<file path="src/shared/bpsr_map.svh">
// Purpose: Register offsets, field positions, reset values and counts.
// Assumes: Included by its bare name wherever the constants are needed.
// Notes:   Definitions only; no logic lives here.
`ifndef BPSR_MAP_SVH
`define BPSR_MAP_SVH

// Register bus address width and register offsets.
`define BPSR_AW             14
`define BPSR_OFS_CTRL       14'h0000
`define BPSR_OFS_MODE       14'h0001
`define BPSR_OFS_SWRST      14'h0002

// Field positions in the control register.
`define BPSR_CTRL_FILL_EN   0

// Field positions in the mode select register.
`define BPSR_MODE_START     0
`define BPSR_MODE_PAT_LO    1
`define BPSR_MODE_PAT_HI    3
`define BPSR_MODE_RW_HI     8

// Field position in the software reset register.
`define BPSR_SWRST_BIT      1

// Reset values.
`define BPSR_RST_WORD       16'h0000
`define BPSR_RST_MODE_HI    5'h00
`define BPSR_RST_PAT        3'h0

// Frames that one block fill takes.
`define BPSR_FILL_FRAMES    2'h2
`define BPSR_FRAME_ZERO     2'h0
`define BPSR_FRAME_ONE      2'h1

`endif

</file>
<file path="src/shared/bpsr_pkg.sv">
// Purpose: Types shared by the block fill control and its engine.
// Assumes: Nothing is imported; users write bpsr_pkg::name.
// Notes:   One-hot state codes are written out.
package bpsr_pkg;

	// Fill engine states, one-hot.
	typedef enum logic [2:0] {
		BPSR_IDLE = 3'b001,
		BPSR_ARM  = 3'b010,
		BPSR_FILL = 3'b100
	} bpsr_state_t;

endpackage

</file>
<file path="src/shared/bpsr_fill_if.sv">
// Purpose: Carrier between the register bank and the block fill engine.
// Assumes: Both ends sit on the same clock.
// Notes:   launch, cancel and done are one-cycle pulses.
`timescale 1ns/1ps
interface bpsr_fill_if #(
	parameter int CM_AW = 11,
	parameter int CM_DW = 16
);
	logic             launch;
	logic             cancel;
	logic             enable;
	logic [2:0]       pattern;
	logic             done;
	logic             busy;
	logic             cm_wr_en;
	logic [CM_AW-1:0] cm_addr;
	logic [CM_DW-1:0] cm_wdata;

	modport ctl (
		output launch,
		output cancel,
		output enable,
		output pattern,
		input  done,
		input  busy,
		input  cm_wr_en,
		input  cm_addr,
		input  cm_wdata
	);

	modport eng (
		input  launch,
		input  cancel,
		input  enable,
		input  pattern,
		output done,
		output busy,
		output cm_wr_en,
		output cm_addr,
		output cm_wdata
	);
endinterface

</file>
<file path="src/design/bpsr_fill_engine.sv">
// Purpose: Sequencer that fills every low connection memory word.
// Assumes: frame_pulse is a one-cycle strobe at each frame boundary.
// Notes:   The word count must fit inside two frames of clock cycles.
`timescale 1ns/1ps
`include "bpsr_map.svh"
module bpsr_fill_engine #(
	parameter int CM_AW = 11,
	parameter int CM_DW = 16
) (
	input  wire logic clk,
	input  wire logic rst_n,
	input  wire logic ce,
	input  wire logic frame_pulse,
	bpsr_fill_if.eng  fi
);
	bpsr_pkg::bpsr_state_t state_reg;
	bpsr_pkg::bpsr_state_t state_next;
	logic [CM_AW:0]        cnt_reg;
	logic [1:0]            frames_reg;
	logic [2:0]            pat_reg;
	logic                  done_reg;
	logic                  wr_reg;
	logic [CM_AW-1:0]      addr_reg;

	// Words remain while the counter has not wrapped into its top bit.
	wire words_left = ~cnt_reg[CM_AW];
	wire last_frame = frame_pulse & (frames_reg == `BPSR_FRAME_ONE);
	wire fill_end   = (state_reg == bpsr_pkg::BPSR_FILL) & last_frame;
	wire do_write   = (state_reg == bpsr_pkg::BPSR_FILL) & words_left
	                  & ~fi.cancel;

	// Next state; a cancel from any state drops back to idle at once.
	always_comb begin
		state_next = state_reg;
		case (state_reg)
			bpsr_pkg::BPSR_IDLE: begin
				if (fi.launch) begin
					state_next = bpsr_pkg::BPSR_ARM;
				end
			end
			bpsr_pkg::BPSR_ARM: begin
				if (fi.cancel) begin
					state_next = bpsr_pkg::BPSR_IDLE;
				end else if (fi.enable & frame_pulse) begin
					state_next = bpsr_pkg::BPSR_FILL;
				end
			end
			bpsr_pkg::BPSR_FILL: begin
				if (fi.cancel | fill_end) begin
					state_next = bpsr_pkg::BPSR_IDLE;
				end
			end
			default: begin
				state_next = bpsr_pkg::BPSR_IDLE;
			end
		endcase
	end

	// Sequencer registers; the fill starts on a frame boundary so that it
	// spans exactly two whole frames.
	always_ff @(posedge clk) begin
		if (!rst_n) begin
			state_reg  <= bpsr_pkg::BPSR_IDLE;
			cnt_reg    <= '0;
			frames_reg <= `BPSR_FRAME_ZERO;
			pat_reg    <= `BPSR_RST_PAT;
			done_reg   <= 1'b0;
			wr_reg     <= 1'b0;
			addr_reg   <= '0;
		end else if (ce) begin
			state_reg <= state_next;
			done_reg  <= fill_end & ~fi.cancel;
			wr_reg    <= do_write;
			addr_reg  <= cnt_reg[CM_AW-1:0];
			if (fi.launch) begin
				pat_reg <= fi.pattern;
			end
			if (state_reg != bpsr_pkg::BPSR_FILL) begin
				cnt_reg    <= '0;
				frames_reg <= `BPSR_FRAME_ZERO;
			end else begin
				if (do_write) begin
					cnt_reg <= cnt_reg + 1'b1;
				end
				if (frame_pulse) begin
					frames_reg <= frames_reg + 1'b1;
				end
			end
		end
	end

	// Pattern goes to the low bits; upper bits of each word are cleared.
	assign fi.cm_wdata = {{(CM_DW-3){1'b0}}, pat_reg};
	assign fi.cm_wr_en = wr_reg;
	assign fi.cm_addr  = addr_reg;
	assign fi.done     = done_reg;
	assign fi.busy     = (state_reg != bpsr_pkg::BPSR_IDLE);
endmodule

</file>
<file path="src/design/bpsr_top.sv">
// Purpose: Register bank for connection memory block fill and switch
//          software reset.
// Assumes: One clock; all inputs synchronous to it; frame_pulse marks
//          frame boundaries.
//          Reset acts at any clock edge, even with the clock enable low.
// Notes:   Read data appear the cycle after the read strobe, only there.
//          The clock enable freezes every flop, the engine's included.
//          Unmapped addresses ignore writes and read as zero.
//          The switch reset bit does not reset this bank itself.
`timescale 1ns/1ps
`include "bpsr_map.svh"
module bpsr_top #(
	parameter int CM_AW = 11,
	parameter int CM_DW = 16
) (
	input  wire logic              clk,
	input  wire logic              rst_n,
	input  wire logic              ce,
	input  wire logic [`BPSR_AW-1:0] reg_addr,
	input  wire logic [15:0]       reg_wdata,
	input  wire logic              reg_wr,
	input  wire logic              reg_rd,
	output logic      [15:0]       reg_rdata,
	input  wire logic              frame_pulse,
	output logic                   block_fill_enable,
	output logic [2:0]             block_fill_pattern,
	output logic [4:0]             mode_bits,
	output logic                   fill_busy,
	output logic                   switch_reset,
	output logic                   cm_wr_en,
	output logic [CM_AW-1:0]       cm_addr,
	output logic [CM_DW-1:0]       cm_wdata
);
	logic        en_reg;
	logic        start_reg;
	logic [2:0]  pat_reg;
	logic [4:0]  mode_hi_reg;
	logic        srst_reg;
	logic [15:0] rdata_reg;
	logic        busy_reg;
	logic        start_next;
	logic [15:0] rd_word;

	// Carrier to the fill engine; both ends share this clock.
	bpsr_fill_if #(
		.CM_AW (CM_AW),
		.CM_DW (CM_DW)
	) fill_bus ();

	// The engine sequences the words; this bank only decides when.
	bpsr_fill_engine #(
		.CM_AW (CM_AW),
		.CM_DW (CM_DW)
	) bpsr_fill_engine_i (
		.clk         (clk),
		.rst_n       (rst_n),
		.ce          (ce),
		.frame_pulse (frame_pulse),
		.fi          (fill_bus)
	);

	// Address decode for the three registers. Full-width compares keep
	// aliases out, so an unmapped address never reaches a register.
	wire sel_ctrl  = (reg_addr == `BPSR_OFS_CTRL);
	wire sel_mode  = (reg_addr == `BPSR_OFS_MODE);
	wire sel_swrst = (reg_addr == `BPSR_OFS_SWRST);
	wire wr_ctrl   = reg_wr & sel_ctrl;
	wire wr_mode   = reg_wr & sel_mode;
	wire wr_swrst  = reg_wr & sel_swrst;

	// Fields of the incoming write word. Every register takes its bits
	// from the positions it reads back at, on the one write data bus.
	wire       w_start = reg_wdata[`BPSR_MODE_START];
	wire [2:0] w_pat   = reg_wdata[`BPSR_MODE_PAT_HI:`BPSR_MODE_PAT_LO];
	wire [4:0] w_hi    = reg_wdata[`BPSR_MODE_RW_HI:`BPSR_MODE_PAT_HI+1];
	wire       w_en    = reg_wdata[`BPSR_CTRL_FILL_EN];
	wire       w_srst  = reg_wdata[`BPSR_SWRST_BIT];

	// Start and pattern travel in the same write, so the pattern latched
	// at launch is the one written with the start edge. A start bit that
	// is already high is not launched again, which makes the rewrite of
	// an unchanged mode word harmless during a fill.
	wire launch = wr_mode & w_start & ~start_reg;

	// Abort on a written zero to start, or on the enable falling while
	// start is high; a rewrite of the enable as one is no abort. An
	// enable that was already low is no abort either: the armed fill
	// simply waits for the enable and a frame boundary.
	wire abort_start = wr_mode & ~w_start;
	wire abort_en    = wr_ctrl & ~w_en & en_reg;
	wire cancel      = start_reg & (abort_start | abort_en);

	// Requests to the engine; the pattern is only taken on launch, so
	// the engine may watch the write bus directly.
	assign fill_bus.launch  = launch;
	assign fill_bus.cancel  = cancel;
	assign fill_bus.enable  = en_reg;
	assign fill_bus.pattern = w_pat;

	// Start bit: a real zero to one write always takes effect; completion
	// and abort clear it, otherwise the written value stands. Completion
	// beats a simultaneous rewrite of a one, so software never sees a
	// start bit that stays high after the fill has ended.
	always_comb begin
		start_next = start_reg;
		if (launch) begin
			start_next = 1'b1;
		end else if (fill_bus.done | cancel) begin
			start_next = 1'b0;
		end else if (wr_mode) begin
			start_next = w_start;
		end
	end

	// Read word assembly; reserved bits read as zero because they are
	// never stored, which saves flops that would carry no function.
	wire [15:0] rd_ctrl  = {15'h0000, en_reg};
	wire [15:0] rd_mode  = {7'h00, mode_hi_reg, pat_reg, start_reg};
	wire [15:0] rd_swrst = {14'h0000, srst_reg, 1'b0};

	// Read selection by address; an unmapped address reads as zero so
	// that a stray read cannot be mistaken for a live register.
	always_comb begin
		if (sel_ctrl) begin
			rd_word = rd_ctrl;
		end else if (sel_mode) begin
			rd_word = rd_mode;
		end else if (sel_swrst) begin
			rd_word = rd_swrst;
		end else begin
			rd_word = `BPSR_RST_WORD;
		end
	end

	// Control register: the fill enable. Only bit 0 is stored; a fill
	// that is armed waits here until software sets it.
	always_ff @(posedge clk) begin
		if (!rst_n) begin
			en_reg <= 1'b0;
		end else if (ce && wr_ctrl) begin
			en_reg <= w_en;
		end
	end

	// Mode register: pattern and the other stored mode bits. The stored
	// bits only change on a write; software keeps them while start is
	// high, so no check is made here. The engine holds its own copy of
	// the pattern from launch, so a careless rewrite cannot alter words
	// already in flight.
	always_ff @(posedge clk) begin
		if (!rst_n) begin
			pat_reg     <= `BPSR_RST_PAT;
			mode_hi_reg <= `BPSR_RST_MODE_HI;
		end else if (ce && wr_mode) begin
			pat_reg     <= w_pat;
			mode_hi_reg <= w_hi;
		end
	end

	// Start bit register; its next value is worked out above so that
	// launch, completion and abort are weighed in one place.
	always_ff @(posedge clk) begin
		if (!rst_n) begin
			start_reg <= 1'b0;
		end else if (ce) begin
			start_reg <= start_next;
		end
	end

	// Switch soft reset; reserved bits are not stored at all. The bit
	// holds only the switching blocks: this bank and a running fill go
	// on as before, so software can always clear it again.
	always_ff @(posedge clk) begin
		if (!rst_n) begin
			srst_reg <= 1'b0;
		end else if (ce && wr_swrst) begin
			srst_reg <= w_srst;
		end
	end

	// Read data register, valid only in the cycle after the strobe. The
	// word returns to zero after that cycle, so a master that samples one
	// cycle late sees zero rather than stale data.
	always_ff @(posedge clk) begin
		if (!rst_n) begin
			rdata_reg <= `BPSR_RST_WORD;
		end else if (ce) begin
			rdata_reg <= reg_rd ? rd_word : `BPSR_RST_WORD;
		end
	end

	// Busy flag held in a flop so the output comes straight from one.
	// It lags the engine by one cycle; software polling the start bit
	// never notices the difference.
	always_ff @(posedge clk) begin
		if (!rst_n) begin
			busy_reg <= 1'b0;
		end else if (ce) begin
			busy_reg <= fill_bus.busy;
		end
	end

	// Register outputs, each straight from its flop.
	assign reg_rdata          = rdata_reg;
	assign block_fill_enable  = en_reg;
	assign block_fill_pattern = pat_reg;
	assign mode_bits          = mode_hi_reg;
	assign fill_busy          = busy_reg;
	assign switch_reset       = srst_reg;

	// Memory write port; these come from flops inside the engine, so the
	// port stays clean of decode glitches.
	assign cm_wr_en           = fill_bus.cm_wr_en;
	assign cm_addr            = fill_bus.cm_addr;
	assign cm_wdata           = fill_bus.cm_wdata;
endmodule

</file>
<file path="config.mk">
export PLATFORM = sky130hd
export DESIGN_NAME = bpsr_top
export DESIGN_NICKNAME = d
export VERILOG_FILES = /design/src/shared/bpsr_pkg.sv /design/src/shared/bpsr_fill_if.sv /design/src/design/bpsr_fill_engine.sv /design/src/design/bpsr_top.sv
export VERILOG_INCLUDE_DIRS = /design/src /design/src/shared
export SDC_FILE = /design/constraint.sdc
export NUM_CORES = 1
export LEC_CHECK = 0
export ABC_AREA = 1
export CORE_AREA = 3 3 100 102
export CTS_CLUSTER_DIAMETER = 120
export DETAILED_ROUTE_END_ITERATION = 12
export DIE_AREA = 0 0 103 105
export DONT_BUFFER_PORTS = 1
export GPL_TIMING_DRIVEN = 1
export SLEW_MARGIN = 40
export SYNTH_ARGS = -nofsm -noshare
export SYNTH_HDL_FRONTEND = slang
export SYNTH_HIERARCHICAL = 1
export SYNTH_SLANG_ARGS = --single-unit
</file>
<file path="constraint.sdc">
create_clock -name clk -period 4.85 [get_ports clk]
set_input_delay 0.97 -clock clk [delete_from_list [all_inputs] [get_ports clk]]
set_output_delay 0.97 -clock clk [all_outputs]
set_load 0.1 [all_outputs]
</file>
== Word level (Yosys, flattened, before mapping) ==
Cells that the tools add are included.

* Eq/ne operators: 11
* Add/sub/neg operators: 2
* Bitwise gates (word level): 22
* Reduce and logical (&&, ||, !) cells: 12
* Multiplexer cells: 16
* Order comparisons: 0
* Shift-type cells: 0
* $mul: 0
* Divide/modulo/power cells: 0

{| class="wikitable"
|+ Operator list
! operator !! number
|-
| $mux 12 || 2
|-
| $mux 9 || 2
|-
| $mux 16 || 1
|-
| $and 1x1->1 || 15
|-
| $eq 14x1->1 const B || 1
|-
| $eq 14x2->1 const B || 1
|-
| $logic_not 14->1 || 1
|-
| $add 12x1->12 const B || 1
|-
| $mux 3 || 4
|-
| $pmux 3 s3 || 1
|-
| $reduce_and 2->1 || 4
|-
| $mux 2 || 3
|-
| $ne 3x1->1 const B || 2
|-
| $not 1->1 || 4
|-
| $reduce_and 4->1 || 1
|-
| $reduce_bool 2->1 || 2
|-
| $eq 3x1->1 const B || 1
|-
| $eq 3x2->1 const B || 1
|-
| $eq 3x3->1 const B || 1
|-
| $logic_and 1x1->1 || 3
|-
| $mux 1 || 3
|-
| $ne 3x3->1 const B || 1
|-
| $or 1x1->1 || 3
|-
| $reduce_bool 3->1 || 1
|-
| other kinds (4) || 4
|}

* Memory bits (writable): 0
* Input bits: 36
* ROM bits: 0
* Flip-flop bits (word level): 61
* Bits in latches: 0
* Logic and storage cells: 77
* Memories: 0

== Longest topological paths before layout ==
Gate-level depths: netlist of run 1.

* Depth in word-level cells: 10
* Mapped depth: 15

== Hierarchy ==
The synthesis of run 1 kept the hierarchy.

{| class="wikitable"
|+ By module, submodules not included
! module !! seq. area each (um2) !! cells an instance !! times used !! area each (um2)
|-
| bpsr_fill_engine || 660.6 || 226 || 1 || 1600.3
|-
| bpsr_top || 420.4 || 154 || 1 || 1152.4
|}

== Worst setup path before layout of run 1 ==
Ideal clock, no wire load.

* Path type: input to register
* Start: input reg_addr[7]
* End: register bpsr_fill_engine_i.cnt_reg[8]
* Arrival: 2.203 ns
* Buffers on the path: 1
* Cell stages on the path: 14
* Data required time: 4.780 ns
* Setup slack: 2.577 ns
* Path through: nor2_1 nand2_1 nor2_1 nand3_1 nand2_1 nand2_1 inv_1 inv_1 nand3_1 nand2_4 buf_6 nand2_1 nand2_1 a21oi_1

* Cells in the longest elaborated chain, start to end: 10

{| class="wikitable"
|+ RTL lines
! what !! RTL line !! RTL
|-
| start, declared || bpsr_top.sv:19 || <nowiki>input wire logic [`BPSR_AW-1:0] reg_addr,</nowiki>
|-
| $logic_not 14->1 (no line) || -- ||
|-
| $and 1x1->1 || bpsr_top.sv:67 || <nowiki>wire wr_ctrl = reg_wr & sel_ctrl;</nowiki>
|-
| $and 1x1->1 (2 in a row) || bpsr_top.sv:90 || <nowiki>wire abort_en = wr_ctrl & ~w_en & en_reg;</nowiki>
|-
| $or 1x1->1 * || bpsr_top.sv:91 || <nowiki>wire cancel = start_reg & (abort_start | abort_en);</nowiki>
|-
| $and 1x1->1 * || bpsr_top.sv:91 ||
|-
| named net cancel || bpsr_top.sv:91 ||
|-
| $not 1->1 * || bpsr_fill_engine.sv:30 || <nowiki>& ~fi.cancel;</nowiki>
|-
| $and 1x1->1 * || bpsr_fill_engine.sv:30 ||
|-
| $reduce_bool 2->1 (no line) * || -- ||
|-
| $reduce_and 2->1 (no line) * || -- ||
|-
| end signal, assigned || bpsr_fill_engine.sv:83 || <nowiki>cnt_reg <= cnt_reg + 1'b1;</nowiki>
|-
| end, declared || bpsr_fill_engine.sv:18 || <nowiki>logic [CM_AW:0] cnt_reg;</nowiki>
|}

The timed path passes the listed nets; every way through them passes the cells marked *.
A chain may end at the register's enable or synchronous reset.

== Worst setup path after layout of run 1 ==
* Start: input reg_addr[7]
* End: register bpsr_fill_engine_i.cnt_reg[10]

The elaborated chain is that of the path after synthesis.

==> results of run 1 <==
[layout make-up]
| type | instances | area [um2] | share of cell area |
|---|---|---|---|
| clock inverter | 1 | 5.00 | 0.00173 |
| tap | 111 | 139 | 0.0480 |
| multi-input combinational | 267 | 1360 | 0.469 |
| clock buffer | 7 | 86.3 | 0.0299 |
| sequential | 54 | 1120 | 0.389 |
| inverter | 48 | 180 | 0.0623 |
[synthesized netlist by cell type]
| cell type | instances |
|---|---|
| sky130_fd_sc_hd__nor2_4 | 7 |
| sky130_fd_sc_hd__nand2_2 | 1 |
| sky130_fd_sc_hd__nor2_8 | 1 |
| sky130_fd_sc_hd__buf_4 | 20 |
| sky130_fd_sc_hd__nand3b_1 | 2 |
| sky130_fd_sc_hd__o21ai_1 | 7 |
| sky130_fd_sc_hd__o211ai_1 | 2 |
| sky130_fd_sc_hd__inv_2 | 3 |
| sky130_fd_sc_hd__a22oi_1 | 1 |
| sky130_fd_sc_hd__clkbuf_1 | 4 |
| sky130_fd_sc_hd__a211oi_1 | 1 |
| sky130_fd_sc_hd__a21oi_1 | 28 |
| sky130_fd_sc_hd__ha_1 | 2 |
| sky130_fd_sc_hd__nand2_4 | 5 |
| sky130_fd_sc_hd__nand3_4 | 2 |
| sky130_fd_sc_hd__nand3_1 | 21 |
| sky130_fd_sc_hd__inv_1 | 43 |
| sky130_fd_sc_hd__nand4_1 | 5 |
| sky130_fd_sc_hd__conb_1 | 2 |
| sky130_fd_sc_hd__dfxtp_1 | 54 |
| sky130_fd_sc_hd__buf_6 | 2 |
| sky130_fd_sc_hd__nor3_2 | 1 |
| sky130_fd_sc_hd__clkinv_1 | 2 |
| sky130_fd_sc_hd__o21ai_0 | 23 |
| sky130_fd_sc_hd__buf_2 | 2 |
| sky130_fd_sc_hd__nor3_1 | 8 |
| sky130_fd_sc_hd__a21oi_2 | 8 |
| sky130_fd_sc_hd__nand2_1 | 72 |
| sky130_fd_sc_hd__o21ai_2 | 2 |
| sky130_fd_sc_hd__clkbuf_2 | 1 |
| sky130_fd_sc_hd__nor2_1 | 48 |
[report_power, final]
group	internal, W	total (W)	switching, W	leakage, nW
Combinational	0.0000432	0.000180	0.000136	0.669
Clock	0.000116	0.000257	0.000142	0.0482
Sequential	0.000463	0.000538	0.0000742	0.454
[per-stage QoR]
step,hold slack (ns),power (W)
2_1_floorplan,0.440,0.000724
3_3_place_gp,0.451,0.000723
3_5_place_dp,0.463,0.000728
4_1_cts,0.477,0.000985
5_1_grt,0.517,0.00103
6_report,0.472,0.000975
[layer usage]
layer,wire (um),GRT usage
met1,2560,0.136
met2,2660,0.174
met3,627,0.0574
met4,35,0.0241
met5,0,0
[worst max-delay path by stage]
stage	from	endpoint	slack (ns)
3_5_place_dp	reg_addr[7]	bpsr_fill_engine_i/cnt_reg[3]$_SDFFE_PN0P_	2.39
3_3_place_gp	reg_addr[7]	bpsr_fill_engine_i/cnt_reg[4]$_SDFFE_PN0P_	2.38
2_1_floorplan	reg_addr[7]	bpsr_fill_engine_i/cnt_reg[8]$_SDFFE_PN0P_	2.58
6_report	reg_addr[7]	bpsr_fill_engine_i/cnt_reg[10]$_SDFFE_PN0P_	2.71
4_1_cts	reg_addr[7]	bpsr_fill_engine_i/cnt_reg[3]$_SDFFE_PN0P_	2.71
5_1_grt	reg_addr[5]	bpsr_fill_engine_i/cnt_reg[3]$_SDFFE_PN0P_	2.43
[worst max-delay path: cells and delay by family]
kind                   cells  cell delay, ns
AND/OR/NAND/NOR           11            1.13
buffers and inverters      3            0.24
[logic make-up (layout without fill, tap and decap cells)]
group	after synthesis	in the layout	synth area share
simple gates	173	173	0.308
flops	54	54	0.393
compound gates	72	72	0.148
buf+inv	77	56	0.139
fa+ha+maj	2	2	0.00909
other cells	2	20	0.00273
==> flow_metrics.env, run 1 <==
export IMPL_run_status="completed"
export IMPL_syn_inst=380
export IMPL_routed_antenna_nets=0
export IMPL_grt_max_degree=37
export IMPL_effective_utilization_at_floorplan=0.299
export IMPL_cts_repair_timing_setup_buffer_count=0
export IMPL_path_clk_slew_ns=0.09
export IMPL_global_route_usage_total=0.112
export IMPL_fp_row_count=35
export IMPL_timing_worst_slew_pin_value_ns=0.576
export IMPL_fin_nets=414
export IMPL_netlist_top_cells_area="sky130_fd_sc_hd__dfxtp_1 (39%), sky130_fd_sc_hd__nand2_1 (9.8%), sky130_fd_sc_hd__nor2_1 (6.5%)"
export IMPL_clock_insertion_delay_worst_skew_ns=0.30
export IMPL_largest_register_ffs=12
export IMPL_clockBufferDepth=2
export IMPL_setup_slack_ns=2.71
export IMPL_htreeDepth=2
export IMPL_die_height_um=105
export IMPL_grt_remaining_overflow=0
export IMPL_floorplan_die_area_um2=10800
export IMPL_critical_path_reg2reg_startpoint="block_fill_enable$_SDFFE_PN0P_"
export IMPL_finalInstanceArea_um2=2890
export IMPL_drt_vias_per_instance=4.59
export IMPL_whs_path_cells=2
export IMPL_grt_pass1_wl_um=9970
export IMPL_post_place_instance_area_um2=2800
export IMPL_cts_buffers=5
export IMPL_timing_final_hold_violations=0
export IMPL_cts_sinks=54
export IMPL_post_layout_nonfiller_instances=488
export IMPL_endpoint_required_time_on_the_critical_path_ns=5.06
export IMPL_post_syn_area_um2=2750
export IMPL_post_dp_hpwl_um=4490
export IMPL_finalSetupViolCount=0
export IMPL_number_of_gates_resized_after_cts=0
export IMPL_slew_viol_final=0
export IMPL_hold_path_startpoint="bpsr_fill_engine_i/frames_reg[1]$_SDFFE_PN0P_"
export IMPL_initial_antenna_violation_count=0
export IMPL_timing_reg2reg_setup_slack_ns=2.96
export IMPL_wire_per_inst_um=12.0
export IMPL_cp_slowest_cell="sky130_fd_sc_hd__nand3_1"
export IMPL_fin_crit_ns=2.14
export IMPL_finalWirelength_um=5880
export IMPL_fin_util=0.314
export IMPL_finClkSkew_ns=0.00443
export IMPL_power_density_nw_per_um2=337
export IMPL_first_global_vias=2190
export IMPL_route_vias_total=2239
export IMPL_iteration_count_of_the_initial_detailed_routing_pass=4
export IMPL_timing_hold_worst_class="flop to flop"
export IMPL_worst_ep_arrival_time_ns=2.35
export IMPL_most_common_cell_after_layout_fill_and_taps_aside="sky130_fd_sc_hd__nand2_1"
export IMPL_layout_common_cells="sky130_fd_sc_hd__nand2_1 (72), sky130_fd_sc_hd__nor2_1 (48), sky130_fd_sc_hd__inv_1 (43)"
export IMPL_vdd_ir_drop_worst_mv=0.153
export IMPL_synthDistinctLibCells=31
export IMPL_worst_r2r_cell_count=11
export IMPL_max_freq_ghz=0.467
export IMPL_crit_path_max_incr_delay_ns=0.20
export IMPL_antenna_diode_count=0
export IMPL_worst_setup_path_start_kind="input port"
export IMPL_ios=91
export IMPL_grt_setup_unrepaired="false"
export IMPL_yosys_warnings=6
export IMPL_cts_hold_buffers=0
export IMPL_setup_worst_path_class="input port to flop"
export IMPL_final_period_utilization=0.441
export IMPL_n_fill_cell=999
export IMPL_buffer_ports_inserted=0
export IMPL_path_common_cell="sky130_fd_sc_hd__nand2_1"
export IMPL_worstPathCellList="nor2_1 > nand2_1 > nor2_1 > nand3_1 > nand2_1 > nand2_1 > inv_1 > inv_1 > nand3_1 > nand2_4 > nand3_1 > nand2_1 > inv_1 > nor2_1"
export IMPL_dpl_worst_slack_ns=2.39
export IMPL_regToRegEndpoint="bpsr_fill_engine_i/cnt_reg[10]$_SDFFE_PN0P_"
export IMPL_seq_area_frac_synth=0.393
export IMPL_initialDrtViolationCount=57
export IMPL_areaGrowthSynthToFinish_pct=5.05
export IMPL_post_synth_top_area_cell="sky130_fd_sc_hd__dfxtp_1"
export IMPL_timing_max_cap_violations=0
export IMPL_dpl_cell_count=480
export IMPL_fp_coreArea_um2=9200
export IMPL_chipWidth_um=103
export IMPL_static_leakage_power_nw=1.17
export IMPL_final_layout_size_suffix_gt1_frac=0.191
export IMPL_endpoint_kind_of_the_worst_setup_timing_path="flop"
export IMPL_place_congestion=0.809
export IMPL_syn_mean_instance_area_um2=7.24
export IMPL_postSynthRegisterBits=54
export IMPL_synth_top_cell_area_share=0.393
export IMPL_cts_root_buffer_cell="sky130_fd_sc_hd__clkbuf_8"
export IMPL_hold_end="bpsr_fill_engine_i/frames_reg[1]$_SDFFE_PN0P_"
export IMPL_drcViolationCount=0
export IMPL_worstPathMaxFanout=12
export IMPL_tritoncts="done"
export IMPL_timing_slew_headroom=0.616
export IMPL_final_setup_tns_ns=0
(Power assumes the default switching activity.)
==> run 2, diff against run 1 <==
==> constraint.sdc (replaced) <==
create_clock -name clk -period 1.8 [get_ports clk]
set_input_delay 0.36 -clock clk [delete_from_list [all_inputs] [get_ports clk]]
set_output_delay 0.36 -clock clk [all_outputs]
set_load 0.1 [all_outputs]
==> run 2 against run 1 <==
  * Die area unchanged
  * Total power grew to 2.7 times the previous value
  * Clock power rose to 2.6 times the previous value
  * Worst hold slack worse by 0.31 ns
  * Sequential power is 140% higher
  * Flip-flop and latch count unchanged
  * Sequential share of layout area down 4.5 points
  * Worst setup slack got worse by 2.4 ns
  * Register-to-register slack worse by 2.7 ns
  * First-iteration DRC count rose by 16%
  * Combinational power increased to 3.6 times the previous value
==> flow_metrics.env, run 2 (synthesis gave the netlist of run 1 again) <==
export IMPL_run_status="completed"
export IMPL_worst_setup_path_start_kind="flop"
export IMPL_routed_antenna_nets=0
export IMPL_antenna_diode_count=0
export IMPL_static_leakage_power_nw=1.37
export IMPL_drcViolationCount=0
export IMPL_endpoint_kind_of_the_worst_setup_timing_path="flop"
export IMPL_finalWirelength_um=6050
export IMPL_cts_repair_timing_setup_buffer_count=0
export IMPL_floorplan_die_area_um2=10800
export IMPL_clock_insertion_delay_worst_skew_ns=0.30
export IMPL_grt_remaining_overflow=0
export IMPL_crit_path_max_incr_delay_ns=0.38
export IMPL_die_height_um=105
export IMPL_path_common_cell="sky130_fd_sc_hd__nand2_1"
export IMPL_cts_buffers=5
export IMPL_crit_family="simple AND/OR/NAND/NOR gates"
export IMPL_maxUsedRoutingLayer="met4"
export IMPL_worst_ep_arrival_time_ns=1.72
export IMPL_buffer_ports_inserted=0
export IMPL_slew_viol_final=0
export IMPL_tritoncts="done"
export IMPL_final_setup_tns_ns=0
export IMPL_ios=91
export IMPL_setup_worst_path_class="flop to flop"
export IMPL_critical_path_reg2reg_startpoint="start_reg$_SDFFE_PN0P_"
export IMPL_hold_path_startpoint="ce"
export IMPL_finClkSkew_ns=0.00543
export IMPL_number_of_gates_resized_after_cts=0
export IMPL_htreeDepth=2
export IMPL_vdd_ir_drop_worst_mv=0.386
export IMPL_final_layout_size_suffix_gt1_frac=0.188
export IMPL_grt_setup_unrepaired="false"
export IMPL_first_global_vias=2302
export IMPL_max_freq_ghz=0.656
export IMPL_cts_root_buffer_cell="sky130_fd_sc_hd__clkbuf_8"
export IMPL_drt_vias_per_instance=4.58
export IMPL_endpoint_required_time_on_the_critical_path_ns=1.99
export IMPL_fp_row_count=35
export IMPL_dpl_worst_slack_ns=-0.00844
export IMPL_post_dp_hpwl_um=4690
export IMPL_areaGrowthSynthToFinish_pct=14.4
export IMPL_path_clk_slew_ns=0.09
export IMPL_wl_met3_um=615
export IMPL_finalInstanceArea_um2=3150
export IMPL_worstPathCellList="inv_1 > nor3_1 > nand2_1 > inv_1 > inv_1 > nand2_1 > nand3_1 > nand2_1 > o21ai_0 > nand2_1 > nor2_1"
export IMPL_clockBufferDepth=2
export IMPL_timing_max_cap_violations=0
export IMPL_grt_max_degree=37
export IMPL_cp_slowest_cell="sky130_fd_sc_hd__dfxtp_1"
export IMPL_met2_routed_wl_um=2870
export IMPL_initial_antenna_violation_count=0
export IMPL_timing_hold_worst_class="input port to flop"
export IMPL_effective_utilization_at_floorplan=0.299
export IMPL_power_density_nw_per_um2=835
export IMPL_grt_pass1_wl_um=10200
export IMPL_post_place_instance_area_um2=3070
export IMPL_finalSetupViolCount=0
export IMPL_worst_setup_path_startpoint="start_reg$_SDFFE_PN0P_"
export IMPL_initialDrtViolationCount=66
export IMPL_cts_hold_buffers=0
export IMPL_cts_sinks=54
export IMPL_fin_crit_ns=1.52
export IMPL_holdWs_ns=0.158
export IMPL_global_route_usage_total=0.114
export IMPL_critical_path_buf_inv_count=3
export IMPL_largest_register_ffs=12
export IMPL_detail_route_wirelength_met1_um=2520
export IMPL_wire_per_inst_um=11.5
export IMPL_route_vias_total=2415
export IMPL_final_period_utilization=0.847
export IMPL_timing_final_hold_violations=0
export IMPL_fin_nets=455
export IMPL_setup_slack_ns=0.275
export IMPL_fp_coreArea_um2=9200
export IMPL_worstPathMaxFanout=5
export IMPL_iteration_count_of_the_initial_detailed_routing_pass=4
export IMPL_chipWidth_um=103
export IMPL_place_congestion=0.752
export IMPL_layout_common_cells="sky130_fd_sc_hd__nand2_1 (72), sky130_fd_sc_hd__dfxtp_1 (53), sky130_fd_sc_hd__nor2_1 (48)"
export IMPL_most_common_cell_after_layout_fill_and_taps_aside="sky130_fd_sc_hd__nand2_1"
-- run 2: where the power goes --
part	internal [W]	total, W	leakage (nW)	switching [W]
sequential	0.00125	0.00131	0.438	0.0000679
clock	0.000298	0.000664	0.0431	0.000366
combinational	0.000141	0.000653	0.887	0.000512
-- run 2: layer usage --
layer	up-vias	global-route usage
li1	1247	-
met1	1084	0.137
met2	77	0.190
met4	0	0.0185
met3	7	0.0474
met5	-	0
-- run 2: final timing paths --
check	slack [ns]	depth (start not counted)	endpoint
hold reg to reg	0.47	2	reg_rdata[2]$_SDFFE_PN0P_
setup reg to reg	0.28	11	bpsr_fill_engine_i/cnt_reg[3]$_SDFFE_PN0P_
hold / removal	0.16	1	bpsr_fill_engine_i/fi.cm_addr[4]$_SDFFE_PN0P_
setup / recovery	0.28	11	bpsr_fill_engine_i/cnt_reg[3]$_SDFFE_PN0P_
-- run 2: area by class of cell --
cell class                      count  area [um2]
Clock buffer                        6        82.6
Fill cell                         995        6050
Inverter                           48         180
Multi-Input combinational cell    267        1360
Sequential cell                    54        1080
Tap cell                          111         139
Timing Repair Buffer               41         308
-- run 2: through the flow --
stage / utilization / total power, W / cells
final: 0.342 / 0.00263 / 527
after floorplan: - / 0.00195 / 398
after detailed placement: 0.333 / 0.00199 / 521
after CTS: 0.342 / 0.00266 / 527
after global placement: 0.333 / 0.00198 / 521
after global routing: 0.342 / 0.00278 / 527
